$ cat src/logic/iahm_pkg.sv
/*
  iahm_pkg: constants, register map and carrier types of the IPv4
  access_control_entry header matcher.
  Assumes a 32-bit APB register bus and a parser on the same clock.
*/
package iahm_pkg;

	// ==========================================================
	// register byte offsets
	localparam logic [7:0] OFS_CTRL        = 8'h00;
	localparam logic [7:0] OFS_PROTO_VAL   = 8'h04;
	localparam logic [7:0] OFS_SRC_ADDR    = 8'h08;
	localparam logic [7:0] OFS_SRC_MASK    = 8'h0C;
	localparam logic [7:0] OFS_DST_ADDR    = 8'h10;
	localparam logic [7:0] OFS_DST_MASK    = 8'h14;
	localparam logic [7:0] OFS_STATUS      = 8'h18;
	localparam logic [7:0] OFS_HIT_COUNT   = 8'h1C;

	// ==========================================================
	// reset values
	localparam logic [31:0] RST_CTRL       = 32'h0000_0000;
	localparam logic [31:0] RST_WORD       = 32'h0000_0000;
	localparam logic [31:0] RST_MASK       = 32'hFFFF_FFFF;

	// ==========================================================
	// field codes
	localparam logic [1:0] FT_ANY          = 2'h0;
	localparam logic [1:0] FT_IPV4         = 2'h1;
	localparam logic [2:0] PR_ANY          = 3'h0;
	localparam logic [2:0] PR_SPECIFIC     = 3'h1;
	localparam logic [2:0] PR_ICMP         = 3'h2;
	localparam logic [2:0] PR_UDP          = 3'h3;
	localparam logic [2:0] PR_TCP          = 3'h4;
	localparam logic [1:0] TRI_ANY         = 2'h0;
	localparam logic [1:0] TRI_NO          = 2'h1;
	localparam logic [1:0] TRI_YES         = 2'h2;
	localparam logic [1:0] AD_ANY          = 2'h0;
	localparam logic [1:0] AD_HOST         = 2'h1;
	localparam logic [1:0] AD_NETWORK      = 2'h2;

	// ==========================================================
	// protocol numbers and header limits
	localparam logic [7:0] IPPROTO_ICMP    = 8'h01;
	localparam logic [7:0] IPPROTO_TCP     = 8'h06;
	localparam logic [7:0] IPPROTO_UDP     = 8'h11;
	localparam logic [3:0] IHL_NO_OPTIONS  = 4'h5;

	// ==========================================================
	// control register layout, bit 0 upward from the right
	typedef struct packed {
		logic [16:0] rsvd;
		logic [1:0]  dest_addr_criterion;
		logic [1:0]  source_addr_criterion;
		logic [1:0]  opt_mode;
		logic [1:0]  frag_mode;
		logic [1:0]  ttl_mode;
		logic [2:0]  proto_mode;
		logic [1:0]  frame_type;
	} iahm_ctrl_s;

	// parsed IPv4 header fields from ingress
	typedef struct packed {
		logic        is_ipv4;
		logic [3:0]  ihl;
		logic [7:0]  ttl;
		logic        more_frag;
		logic [12:0] frag_off;
		logic [7:0]  proto;
		logic [31:0] src;
		logic [31:0] dst;
	} iahm_hdr_s;

endpackage

$ cat src/logic/iahm_matcher.sv
/*
  iahm_matcher: one access_control_entry IPv4 header matcher with its
  APB configuration registers.
  Assumes header fields arrive from an ingress parser on pclk with a
  one-cycle valid strobe, and an APB master on the same clock.
*/
// Design decisions made here: the APB register port and the address map.
// Operation
// - IPv4 header criteria apply only when entry frame type is IPv4.
// - Protocol any: protocol field does not affect the hit.
// - Protocol specific: frame protocol must equal configured 8-bit value.
// - ICMP, UDP, TCP choices match that protocol and enable its extra checks.
// - TTL zero: frames with TTL above zero never hit.
// - TTL non-zero: frames with TTL above zero may hit.
// - TTL, fragment and options each offer an any setting.
// - Fragment no: frames with MF set or offset nonzero never hit.
// - Fragment yes: frames with MF set or offset nonzero may hit.
// - Options no: frames carrying header options never hit.
// - Options yes: frames carrying header options may hit.
// - Source any: source address ignored.
// - Source host: source address must equal configured address.
// - Source network: source compared with configured address under source mask.
// - Destination any: destination address ignored.
// - Destination host: destination must equal configured address.
// - Destination network: compared with configured address under destination mask.
`timescale 1ns/1ps

module iahm_matcher
	import iahm_pkg::*;
#(
	parameter int PADDR_W = 8
) (
	input  wire logic               pclk,
	input  wire logic               presetn,
	input  wire logic               psel,
	input  wire logic               penable,
	input  wire logic               pwrite,
	input  wire logic [PADDR_W-1:0] paddr,
	input  wire logic [31:0]        pwdata,
	input  wire logic [3:0]         pstrb,
	output logic      [31:0]        prdata,
	output logic                    pready,
	output logic                    pslverr,
	input  wire logic               hdr_valid,
	input  wire iahm_hdr_s          hdr,
	output logic                    match_valid,
	output logic                    match_hit,
	output logic      [2:0]         l4_param_en
);

	// ==========================================================
	// elaboration check
	generate
		if (PADDR_W < 5 || PADDR_W > 32) begin : g_bad_addr
			$error("iahm_matcher: PADDR_W must be 5 to 32");
		end
	endgenerate

	// ==========================================================
	// declarations
	iahm_ctrl_s  ctrl_q;
	logic [7:0]  proto_val_q;
	logic [31:0] src_addr_q;
	logic [31:0] source_net_mask_q;
	logic [31:0] dst_addr_q;
	logic [31:0] dest_net_mask_q;
	logic [31:0] hit_count_q;
	logic [31:0] prdata_q;
	logic        last_valid_q;
	logic [7:0]  addr_lo;
	logic        addr_ok;
	logic        wr_en;
	logic        setup;
	logic [31:0] wmask;
	logic [31:0] rd_d;
	logic        proto_ok;
	logic        ttl_ok;
	logic        frag_ok;
	logic        opt_ok;
	logic        src_ok;
	logic        dst_ok;
	logic        ip_ok;
	logic        hit_d;
	logic [2:0]  l4_d;
	logic        fragmented;
	logic        has_options;

	// ==========================================================
	// APB decode
	assign addr_lo = 8'(paddr);
	assign setup   = psel & ~penable;
	assign wr_en   = psel & penable & pwrite & addr_ok;
	assign pready  = psel & penable;
	assign pslverr = psel & penable & ~addr_ok;
	assign prdata  = prdata_q;

	// upper address bits must be zero and word aligned
	always_comb begin
		addr_ok = (paddr >> 5) == '0;
		if (addr_lo[1:0] != 2'h0) begin
			addr_ok = 1'b0;
		end
	end

	// byte enables to a bit mask, one lane per byte
	for (genvar b = 0; b < 4; b++) begin : g_wmask
		assign wmask[b*8 +: 8] = {8{pstrb[b]}};
	end

	// ==========================================================
	// configuration registers
	always_ff @(posedge pclk or negedge presetn) begin
		if (!presetn) begin
			ctrl_q            <= RST_CTRL;
			proto_val_q       <= 8'(RST_WORD);
			src_addr_q        <= RST_WORD;
			source_net_mask_q <= RST_MASK;
			dst_addr_q        <= RST_WORD;
			dest_net_mask_q   <= RST_MASK;
		end else if (wr_en) begin
			unique case (addr_lo)
				OFS_CTRL: begin
					ctrl_q <= (ctrl_q & ~wmask) | (pwdata & wmask & 32'h0000_7FFF);
				end
				OFS_PROTO_VAL: begin
					if (pstrb[0]) begin
						proto_val_q <= pwdata[7:0];
					end
				end
				OFS_SRC_ADDR:  src_addr_q        <= (src_addr_q & ~wmask) | (pwdata & wmask);
				OFS_SRC_MASK:  source_net_mask_q <= (source_net_mask_q & ~wmask) | (pwdata & wmask);
				OFS_DST_ADDR:  dst_addr_q        <= (dst_addr_q & ~wmask) | (pwdata & wmask);
				OFS_DST_MASK:  dest_net_mask_q   <= (dest_net_mask_q & ~wmask) | (pwdata & wmask);
				default: ;
			endcase
		end
	end

	// read mux, captured in setup phase
	always_comb begin
		rd_d = 32'h0000_0000;
		unique case (addr_lo)
			OFS_CTRL:      rd_d = ctrl_q;
			OFS_PROTO_VAL: rd_d = {24'h00_0000, proto_val_q};
			OFS_SRC_ADDR:  rd_d = src_addr_q;
			OFS_SRC_MASK:  rd_d = source_net_mask_q;
			OFS_DST_ADDR:  rd_d = dst_addr_q;
			OFS_DST_MASK:  rd_d = dest_net_mask_q;
			OFS_STATUS:    rd_d = {27'h000_0000, l4_param_en, match_hit, last_valid_q};
			OFS_HIT_COUNT: rd_d = hit_count_q;
			default:       rd_d = 32'h0000_0000;
		endcase
	end

	// read data register
	always_ff @(posedge pclk or negedge presetn) begin
		if (!presetn) begin
			prdata_q <= RST_WORD;
		end else if (setup) begin
			prdata_q <= addr_ok ? rd_d : 32'h0000_0000;
		end
	end

	// ==========================================================
	// header condition decode
	assign fragmented  = hdr.more_frag | (hdr.frag_off != 13'h0000);
	assign has_options = hdr.ihl > IHL_NO_OPTIONS;

	// protocol criterion
	always_comb begin
		proto_ok = 1'b0;
		l4_d     = 3'b000;
		unique case (ctrl_q.proto_mode)
			PR_ANY:      proto_ok = 1'b1;
			PR_SPECIFIC: proto_ok = hdr.proto == proto_val_q;
			PR_ICMP: begin
				proto_ok = hdr.proto == IPPROTO_ICMP;
				l4_d     = 3'b001;
			end
			PR_UDP: begin
				proto_ok = hdr.proto == IPPROTO_UDP;
				l4_d     = 3'b010;
			end
			PR_TCP: begin
				proto_ok = hdr.proto == IPPROTO_TCP;
				l4_d     = 3'b100;
			end
			default:     proto_ok = 1'b0;
		endcase
	end

	// ttl, fragment and options criteria
	always_comb begin
		ttl_ok  = 1'b1;
		frag_ok = 1'b1;
		opt_ok  = 1'b1;
		if (ctrl_q.ttl_mode == TRI_NO) begin
			ttl_ok = hdr.ttl == 8'h00;
		end else if (ctrl_q.ttl_mode == TRI_YES) begin
			ttl_ok = hdr.ttl != 8'h00;
		end
		if (ctrl_q.frag_mode == TRI_NO) begin
			frag_ok = ~fragmented;
		end else if (ctrl_q.frag_mode == TRI_YES) begin
			frag_ok = fragmented;
		end
		if (ctrl_q.opt_mode == TRI_NO) begin
			opt_ok = ~has_options;
		end else if (ctrl_q.opt_mode == TRI_YES) begin
			opt_ok = has_options;
		end
	end

	// address criteria
	always_comb begin
		unique case (ctrl_q.source_addr_criterion)
			AD_ANY:     src_ok = 1'b1;
			AD_HOST:    src_ok = hdr.src == src_addr_q;
			AD_NETWORK: src_ok = (hdr.src & source_net_mask_q) == (src_addr_q & source_net_mask_q);
			default:    src_ok = 1'b0;
		endcase
		unique case (ctrl_q.dest_addr_criterion)
			AD_ANY:     dst_ok = 1'b1;
			AD_HOST:    dst_ok = hdr.dst == dst_addr_q;
			AD_NETWORK: dst_ok = (hdr.dst & dest_net_mask_q) == (dst_addr_q & dest_net_mask_q);
			default:    dst_ok = 1'b0;
		endcase
	end

	// combined decision, gated by frame type
	always_comb begin
		ip_ok = hdr.is_ipv4 & proto_ok & ttl_ok & frag_ok & opt_ok & src_ok & dst_ok;
		hit_d = (ctrl_q.frame_type == FT_IPV4) ? ip_ok : 1'b1;
	end

	// ==========================================================
	// result registers
	always_ff @(posedge pclk or negedge presetn) begin
		if (!presetn) begin
			match_valid <= 1'b0;
		end else begin
			match_valid <= hdr_valid;
		end
	end

	// hit and layer-4 enables held until next header
	always_ff @(posedge pclk or negedge presetn) begin
		if (!presetn) begin
			match_hit    <= 1'b0;
			l4_param_en  <= 3'b000;
			last_valid_q <= 1'b0;
		end else if (hdr_valid) begin
			match_hit    <= hit_d;
			l4_param_en  <= (ctrl_q.frame_type == FT_IPV4 && hit_d) ? l4_d : 3'b000;
			last_valid_q <= 1'b1;
		end
	end

	// hit counter, write clears, a hit in the same cycle is counted after the clear (count becomes one)
	always_ff @(posedge pclk or negedge presetn) begin
		if (!presetn) begin
			hit_count_q <= RST_WORD;
		end else if (hdr_valid && hit_d) begin
			hit_count_q <= (wr_en && addr_lo == OFS_HIT_COUNT) ? 32'h0000_0001 : hit_count_q + 32'h0000_0001;
		end else if (wr_en && addr_lo == OFS_HIT_COUNT) begin
			hit_count_q <= RST_WORD;
		end
	end

	// ==========================================================
	// assertions
	property p_ipv4_gate;
		@(posedge pclk) disable iff (!presetn)
		hdr_valid && ctrl_q.frame_type == FT_IPV4 && !hdr.is_ipv4 |=> match_valid && !match_hit;
	endproperty
	a_frame_type_gate: assert property (p_ipv4_gate) else $error("non-IPv4 frame hit an IPv4 entry");

	a_non_ipv4_pass: assert property (@(posedge pclk) disable iff (!presetn)
		hdr_valid && ctrl_q.frame_type != FT_IPV4 |=> match_hit && l4_param_en == 3'b000)
		else $error("non-IPv4 entry did not pass");

	a_proto_specific_miss: assert property (@(posedge pclk) disable iff (!presetn)
		hdr_valid && ctrl_q.frame_type == FT_IPV4 && ctrl_q.proto_mode == PR_SPECIFIC
		&& hdr.proto != proto_val_q |=> !match_hit)
		else $error("protocol mismatch hit");

	a_proto_tcp_enable: assert property (@(posedge pclk) disable iff (!presetn)
		match_valid && l4_param_en[2] |-> match_hit && $past(hdr.proto) == IPPROTO_TCP)
		else $error("tcp enable without tcp frame");

	a_ttl_zero_block: assert property (@(posedge pclk) disable iff (!presetn)
		hdr_valid && ctrl_q.frame_type == FT_IPV4 && ctrl_q.ttl_mode == TRI_NO
		&& hdr.ttl != 8'h00 |=> !match_hit)
		else $error("nonzero ttl hit a zero-ttl entry");

	a_frag_no_block: assert property (@(posedge pclk) disable iff (!presetn)
		hdr_valid && ctrl_q.frame_type == FT_IPV4 && ctrl_q.frag_mode == TRI_NO
		&& (hdr.more_frag || hdr.frag_off != 13'h0000) |=> !match_hit)
		else $error("fragment hit a no-fragment entry");

	a_opt_no_block: assert property (@(posedge pclk) disable iff (!presetn)
		hdr_valid && ctrl_q.frame_type == FT_IPV4 && ctrl_q.opt_mode == TRI_NO
		&& hdr.ihl > IHL_NO_OPTIONS |=> !match_hit)
		else $error("options frame hit a no-options entry");

	a_src_host_miss: assert property (@(posedge pclk) disable iff (!presetn)
		hdr_valid && ctrl_q.frame_type == FT_IPV4 && ctrl_q.source_addr_criterion == AD_HOST
		&& hdr.src != src_addr_q |=> !match_hit)
		else $error("source host mismatch hit");

	a_dst_net_miss: assert property (@(posedge pclk) disable iff (!presetn)
		hdr_valid && ctrl_q.frame_type == FT_IPV4 && ctrl_q.dest_addr_criterion == AD_NETWORK
		&& ((hdr.dst ^ dst_addr_q) & dest_net_mask_q) != 32'h0000_0000 |=> !match_hit)
		else $error("destination network mismatch hit");

	a_all_any_hit: assert property (@(posedge pclk) disable iff (!presetn)
		hdr_valid && hdr.is_ipv4 && ctrl_q[14:2] == 13'h0000 |=> match_valid && match_hit)
		else $error("all-any entry missed an IPv4 frame");

	a_masked_pass: assert property (@(posedge pclk) disable iff (!presetn)
		hdr_valid && ctrl_q.frame_type == FT_IPV4 && hdr.is_ipv4 && ctrl_q[10:2] == 9'h000
		&& ctrl_q.dest_addr_criterion == AD_ANY && ctrl_q.source_addr_criterion == AD_NETWORK
		&& ((hdr.src ^ src_addr_q) & source_net_mask_q) == 32'h0000_0000 |=> match_hit)
		else $error("masked source match missed");

	a_frag_yes_pass: assert property (@(posedge pclk) disable iff (!presetn)
		hdr_valid && hdr.is_ipv4 && ctrl_q.frame_type == FT_IPV4 && ctrl_q[14:9] == 6'h00
		&& ctrl_q[6:2] == 5'h00 && ctrl_q.frag_mode == TRI_YES && fragmented |=> match_hit)
		else $error("fragment missed a fragment entry");

	a_opt_yes_pass: assert property (@(posedge pclk) disable iff (!presetn)
		hdr_valid && hdr.is_ipv4 && ctrl_q.frame_type == FT_IPV4 && ctrl_q[14:11] == 4'h0
		&& ctrl_q[8:2] == 7'h00 && ctrl_q.opt_mode == TRI_YES && has_options |=> match_hit)
		else $error("options frame missed an options entry");

	a_hit_count_step: assert property (@(posedge pclk) disable iff (!presetn)
		hdr_valid && hit_d && !(wr_en && addr_lo == OFS_HIT_COUNT)
		|=> hit_count_q == $past(hit_count_q) + 32'h0000_0001)
		else $error("hit counter did not step on a hit");

	c_ipv4_hit: cover property (@(posedge pclk) disable iff (!presetn)
		match_valid && match_hit && $past(ctrl_q.frame_type) == FT_IPV4);
	c_udp_hit: cover property (@(posedge pclk) disable iff (!presetn) match_valid && l4_param_en[1]);
	c_net_miss: cover property (@(posedge pclk) disable iff (!presetn)
		match_valid && !match_hit && ctrl_q.source_addr_criterion == AD_NETWORK);
	c_slverr: cover property (@(posedge pclk) disable iff (!presetn) pslverr);

endmodule // iahm_matcher

$ cat config.mk
export PLATFORM = sky130hd
export DESIGN_NAME = iahm_matcher
export DESIGN_NICKNAME = d
export VERILOG_FILES = /design/src/logic/iahm_pkg.sv /design/src/logic/iahm_matcher.sv
export SDC_FILE = /design/constraint.sdc
export NUM_CORES = 1
export LEC_CHECK = 0
export BUFFER_PORTS_ARGS = -buffer_cell sky130_fd_sc_hd__buf_2
export CAP_MARGIN = 20
export CORE_AREA = 2 2 129 157
export CTS_BUF_LIST = sky130_fd_sc_hd__clkbuf_8 sky130_fd_sc_hd__clkbuf_16
export CTS_CLUSTER_DIAMETER = 150
export DETAILED_ROUTE_END_ITERATION = 7
export DIE_AREA = 0 0 131 159
export PLACE_DENSITY = 0.85
export SYNTH_ARGS = -nofsm -noshare
export SYNTH_HDL_FRONTEND = slang
export SYNTH_SLANG_ARGS = --single-unit
$ cat constraint.sdc
create_clock -name pclk -period 5.85 [get_ports pclk]
set_input_delay 0.585 -clock pclk [delete_from_list [all_inputs] [get_ports pclk]]
set_output_delay 0.585 -clock pclk [all_outputs]
set_load 0.02 [all_outputs]
==> results.ini, run 1 <==
[placement]
post-dp-hpwl_um = 26800
portBuffers = 186
place_ws_ps = 1920
place_area_sq_um = 13000
place_congestion = 0.990

[critical_path]
crit_path_max_incr_delay_ps = 640
arrival_ps = 4140
path_max_fanout = 62
worst-setup-path-type = flop to flop
crit_path_end_kind = flop
critPathSlowestCell = a222oi_1
path_cells = xor2_1 -> a222oi_1 -> nand4_1 -> or3_4 -> a2111oi_4 -> a31oi_4 -> buf_4 -> or4_1 -> a21oi_1
r2r_end = hit_count_q[23]
crit_required_ps = 6280
worstSetupStartpointType = flop
rr_worst_depth = 9
rrSetupSlack_ps = 2140

[logic_synthesis]
ys_async_sr_fraction_pct = 100
yosysUniqueCellTypes = 54
syn_area_per_cell_sq_um = 11.7
synth-edff-count = 0
syn_area_sq_um = 11800
synthFlopType = dfrtp_1
synth_nets = 1162
synth_seq_cells = 238
syn_inst = 1012
ys_top_cells_by_area = dfrtp_1, mux2_2, dfstp_2
synth_top_cell_by_area = dfrtp_1
yosysWarningCount = 0
ys_seq_area_share_pct = 51.1
synth_top_area_share_pct = 36.9

[power_and_ir_drop]
p_seq_share_pct = 48.3
switchingPower_mw = 1.02
cellPowerDensity_nw_per_um2 = 273
ir_drop_mv = 0.234
power.clock.fraction_pct = 40.6
combPwrFrac_pct = 11.1
total_power_mw = 3.76
p_leak_nw = 6.14
p_int_mw = 2.75
swShare_pct = 27.0

[clock_tree]
cts_resized = 0
cts_buffers = 24
cts_buffer_depth = 3
cts_setup_buffers = 0
clockRootBuffer = clkbuf_16
clk_latency_ps = 520
cts_hold_buf = 0
cts.sinks = 238
cts_tree = built
clk_pin_slew_worst_paths_ps = 60
htreeDepth = 1

[global_route]
grt_max_degree = 136
grt.total_usage_pct = 37.0
grt_pass1_wl_um = 58300
grt_antenna_before_repair = 2
grt_pass1_vias = 10200
grt_overflow = 0

[floorplan]
start_util_pct = 61.3
die_h_um = 159
boundaryPins = 188
coreArea_sq_um = 19300
dieArea_sq_um = 20800
num_rows = 56
die_x_um = 131

[timing]
slew_headroom_pct = 27.7
final-hold-violation-count = 0
tns_ps = 0
fin_skew_ps = 12.6
drv_slew = 0
timing.fmax_mhz = 269
final-setup-viol-count = 0
fin_ws_ps = 2140
min_period_over_period_pct = 63.4
period_minus_slack_ps = 3710
tightest_slew_ps = 1080
rsz0062_at_grt = false

[drt]
ant_nets = 0
wl_met1_um = 13600
drc = 0
first_pass_iters = 7
vias = 10100
met2WireLength_um = 18000
via_per_inst = 6.89
met3_length_um = 3910
drtIter0Drc = 1268
wire_per_inst_um = 26.1
wl_um = 38100
highest_layer = met4

[final_layout]
final_util_pct = 71.5
syn2layout_area_growth_pct = 16.7
drive_gt1_share_pct = 38.9
layout.nets = 1334
final_area_sq_um = 13800

[hold_path]
min_path_type = input port to asynchronous set/reset pin

[flow_run]
max-cap-violations = 0

[status]
outcome = complete, no violations

## how the worst max path moves through the flow
stage / start / endpoint / slack [ps] / depth (start not counted)
5_1_grt: flop / hit_count_q[24] / 2120 / 9
6_report: flop / hit_count_q[23] / 2140 / 9
4_1_cts: flop / hit_count_q[23] / 2220 / 9
2_1_floorplan: hdr[3] / hit_count_q[30] / 2770 / 10
3_3_place_gp: hdr[28] / hit_count_q[18] / 1980 / 10
3_5_place_dp: hdr[28] / hit_count_q[21] / 1920 / 10
## metrics by stage
| step | cells | hold slack (ps) |
|---|---|---|
| after detailed placement | 1419 | 456 |
| after global placement | 1419 | 453 |
| after CTS | 1462 | 236 |
| after floorplan | 1012 | 289 |
| final | 1464 | 130 |
| after global routing | 1464 | 250 |
## final cells by class
cell class,instances,area [sq um]
Multi-Input combinational cell,712,5550
Fill cell,1371,5490
Inverter,9,33.8
Clock buffer,34,749
Antenna cell,2,5.00
Clock inverter,9,40.0
Tap cell,261,327
Sequential cell,238,6040
Timing Repair Buffer,199,1040
## synthesized netlist by cell type, types with 6 or more instances
| cell type | count |
|---|---|
| nand2_1 | 29 |
| or4_1 | 18 |
| mux2_2 | 151 |
| and2_1 | 25 |
| and3_1 | 11 |
| nand4_1 | 15 |
| a22oi_1 | 78 |
| nor4_1 | 23 |
| a221oi_1 | 21 |
| a22o_1 | 24 |
| a31oi_1 | 13 |
| or3_1 | 14 |
| o31ai_1 | 18 |
| clkbuf_1 | 47 |
| nor2b_1 | 6 |
| nand3_1 | 32 |
| xor2_1 | 65 |
| a41oi_1 | 19 |
| dfstp_2 | 64 |
| inv_1 | 9 |
| dfrtp_1 | 174 |
| nor2_1 | 49 |
| a21oi_1 | 36 |
| o21ai_0 | 17 |
## logic make-up after synthesis
group | Yosys count | synth area share, %
simple gates | 241 | 11.1
compound gates | 248 | 15.9
fa+ha+maj | 1 | 0.106
mux | 152 | 14.5
xor+xnor | 70 | 5.19
flops | 238 | 51.1
buf+inv | 62 | 2.11
## per-layer routing
| metal | vias to the layer above | track usage, % |
|---|---|---|
| met3 | 166 | 7.86 |
| met5 | - | 0 |
| met1 | 4965 | 47.0 |
| met4 | 0 | 21.0 |
| li1 | 4243 | - |
| met2 | 717 | 58.6 |
## power by group through the flow
stage | Clock [mW] | Combinational [mW] | Sequential (mW)
finish | 1.53 | 0.418 | 1.82
global route | 1.59 | 0.449 | 1.82
CTS | 1.53 | 0.409 | 1.81
detailed placement | 0 | 0.406 | 1.84
global placement | 0 | 0.391 | 1.84
floorplan | 0 | 0.174 | 1.84
## worst max-delay path, delay by kind of cell (launching register included)
family / cells / cell delay [ps]
AOI/OAI and AO/OA: 4 / 1490
and+or+nand+nor: 3 / 1140
DFF: 1 / 400
buffers and inverters: 1 / 340
xor gates and xnor gates: 1 / 220
## layout by cell type (no fill, tap or decap), types with 17 or more instances in the layout
cell | synthesis | routed
dfstp_2 | 64 | 64
and2_1 | 25 | 25
a221oi_1 | 21 | 21
a22oi_1 | 78 | 78
nor4_1 | 23 | 23
a22o_1 | 24 | 24
dfrtp_1 | 174 | 174
or4_1 | 18 | 18
o31ai_1 | 18 | 18
nor2_1 | 49 | 45
nand3_1 | 32 | 32
buf_2 | 1 | 185
nand2_1 | 29 | 29
clkbuf_16 | 0 | 25
xor2_1 | 65 | 65
a41oi_1 | 19 | 19
o21ai_0 | 17 | 17
mux2_2 | 151 | 151
a21oi_1 | 36 | 36
(Power assumes the default switching activity.)
==> run 2: changes to the inputs <==
CORE_AREA = 2 2 135 163   (was 2 2 129 157)
DIE_AREA = 0 0 137 165   (was 0 0 131 159)
PLACE_DENSITY = 0.79   (was 0.85)
clock period = 3.51 ns   (was 5.85 ns; I/O delays follow)
==> results.ini, run 2 (same netlist as run 1, synthesis figures left out) <==
[floorplan]
die_x_um = 137
dieArea_sq_um = 22600
die_h_um = 165
num_rows = 58
coreArea_sq_um = 20900
boundaryPins = 188
start_util_pct = 56.5

[clock_tree]
cts_buffers = 24
clockRootBuffer = clkbuf_16
cts_tree = built
htreeDepth = 1
cts_buffer_depth = 3
cts.sinks = 238
clk_latency_ps = 520
clk_pin_slew_worst_paths_ps = 60
cts_resized = 0

[drt]
drc = 0
via_per_inst = 6.72
vias = 10100
wire_per_inst_um = 25.9
ant_nets = 0
drtIter0Drc = 1101
wl_um = 38700
first_pass_iters = 5

[critical_path]
worst-setup-path-type = flop to flop
rr_worst_depth = 9
path_max_fanout = 48
cp-endpoint = hit_count_q[20]
rrSetupSlack_ps = 40
r2r_end = hit_count_q[20]
crit_required_ps = 3950
crit_path_end_kind = flop
arrival_ps = 3900
worstSetupStartpointType = flop

[timing]
fin_ws_ps = 44.1
final-setup-viol-count = 0
tns_ps = 0
holdWs_ps = 53.1
slew_headroom_pct = 50.4
final-hold-violation-count = 0
fin_skew_ps = 8.54
timing.fmax_mhz = 289
period_minus_slack_ps = 3470
drv_slew = 0
rsz0062_at_grt = false
min_period_over_period_pct = 98.7
tightest_slew_ps = 744

[final_layout]
mostFrequentLayoutCells = buf_2, dfrtp_1, mux2_2
drive_gt1_share_pct = 40.1
layout_commonest_cell = buf_2
antenna_cells = 0
final_cell_count_no_fill = 1496
syn2layout_area_growth_pct = 19.1
layout.nets = 1358
fill_cells = 1580

[flow_run]
max-cap-violations = 0

[status]
outcome = complete, no violations

[power_and_ir_drop]
ir_drop_mv = 0.340
cellPowerDensity_nw_per_um2 = 452
p_leak_nw = 6.29

[global_route]
grt_pass1_wl_um = 58500
grt_pass1_vias = 9827
grt_overflow = 0
grt.total_usage_pct = 34.7
grt_antenna_before_repair = 0
grt_max_degree = 96

[placement]
portBuffers = 186
place_ws_ps = 94.4
dp.cells = 1451
place_congestion = 1.01
post-dp-hpwl_um = 28100

[hold_path]
min_path_type = input port to flop

## run 2: cell count changes in the layout (fill, tap and decap cells not counted), sizes merged
cell and delta:
clkinvlp +1, inv -1, clkinv +2, buf +23
dlygate4sd3 +1, clkbuf -2, bufinv +1, diode -2
## run 2: layer usage
layer	global-route usage [%]	vias up	part of all wire [%]
li1	-	4272	-
met1	45.3	5052	38
met2	56.9	599	49
met3	4.94	136	8.1
met4	16.4	0	5.6
met5	0	-	0
## run 2: repair_timing
| item | CTS | global route |
|---|---|---|
| endpoints found under the hold margin | 68 | 0 |
| setup buffers | 0 | 0 |
| hold buffers | 1 | 0 |
## run 2: layout make-up
type                            instances  area (sq um)  area share [%]
Clock buffer                           32           722            5.13
Clock inverter                         12          83.8           0.596
Inverter                                9          33.8           0.240
Multi-Input combinational cell        712          5550            39.5
Sequential cell                       238          6040            42.9
Tap cell                              270           338            2.40
Timing Repair Buffer                  223          1300            9.22
## run 2: worst min path at each step
stage               slack, ps                    endpoint       from  cells after the start
floorplan                  60  asynchronous set/reset pin    presetn                      0
global placement          430                 match_valid    presetn                      1
detailed placement        430              proto_val_q[1]    presetn                      1
CTS                        40                 match_valid  hdr_valid                      1
global route               50                 match_valid  hdr_valid                      1
finish                     50                 match_valid  hdr_valid                      1
## run 2: where the power goes
part / total (mW) / switching [mW] / internal [mW]
Clock: 2.60 / 1.09 / 1.51
Sequential: 3.05 / 0.176 / 2.87
Combinational: 0.711 / 0.465 / 0.247
## run 2: per-stage QoR
stage / total power, mW / area, sq um / utilization (%)
2_1_floorplan: 3.36 / 11800 / -
3_3_place_gp: 3.76 / 13200 / 63.4
5_1_grt: 6.56 / 14100 / 67.3
4_1_cts: 6.35 / 14100 / 67.3
6_report: 6.36 / 14100 / 67.3
3_5_place_dp: 3.78 / 13200 / 63.4
## run 2: critical path: stages (launching register included)
cell	delay, ps
dfrtp_1	400
xor2_1	220
a22oi_1	580
nand3_1	170
or3_4	430
a2111oi_4	500
a31oi_4	150
buf_12	200
or4_1	540
a21oi_1	170
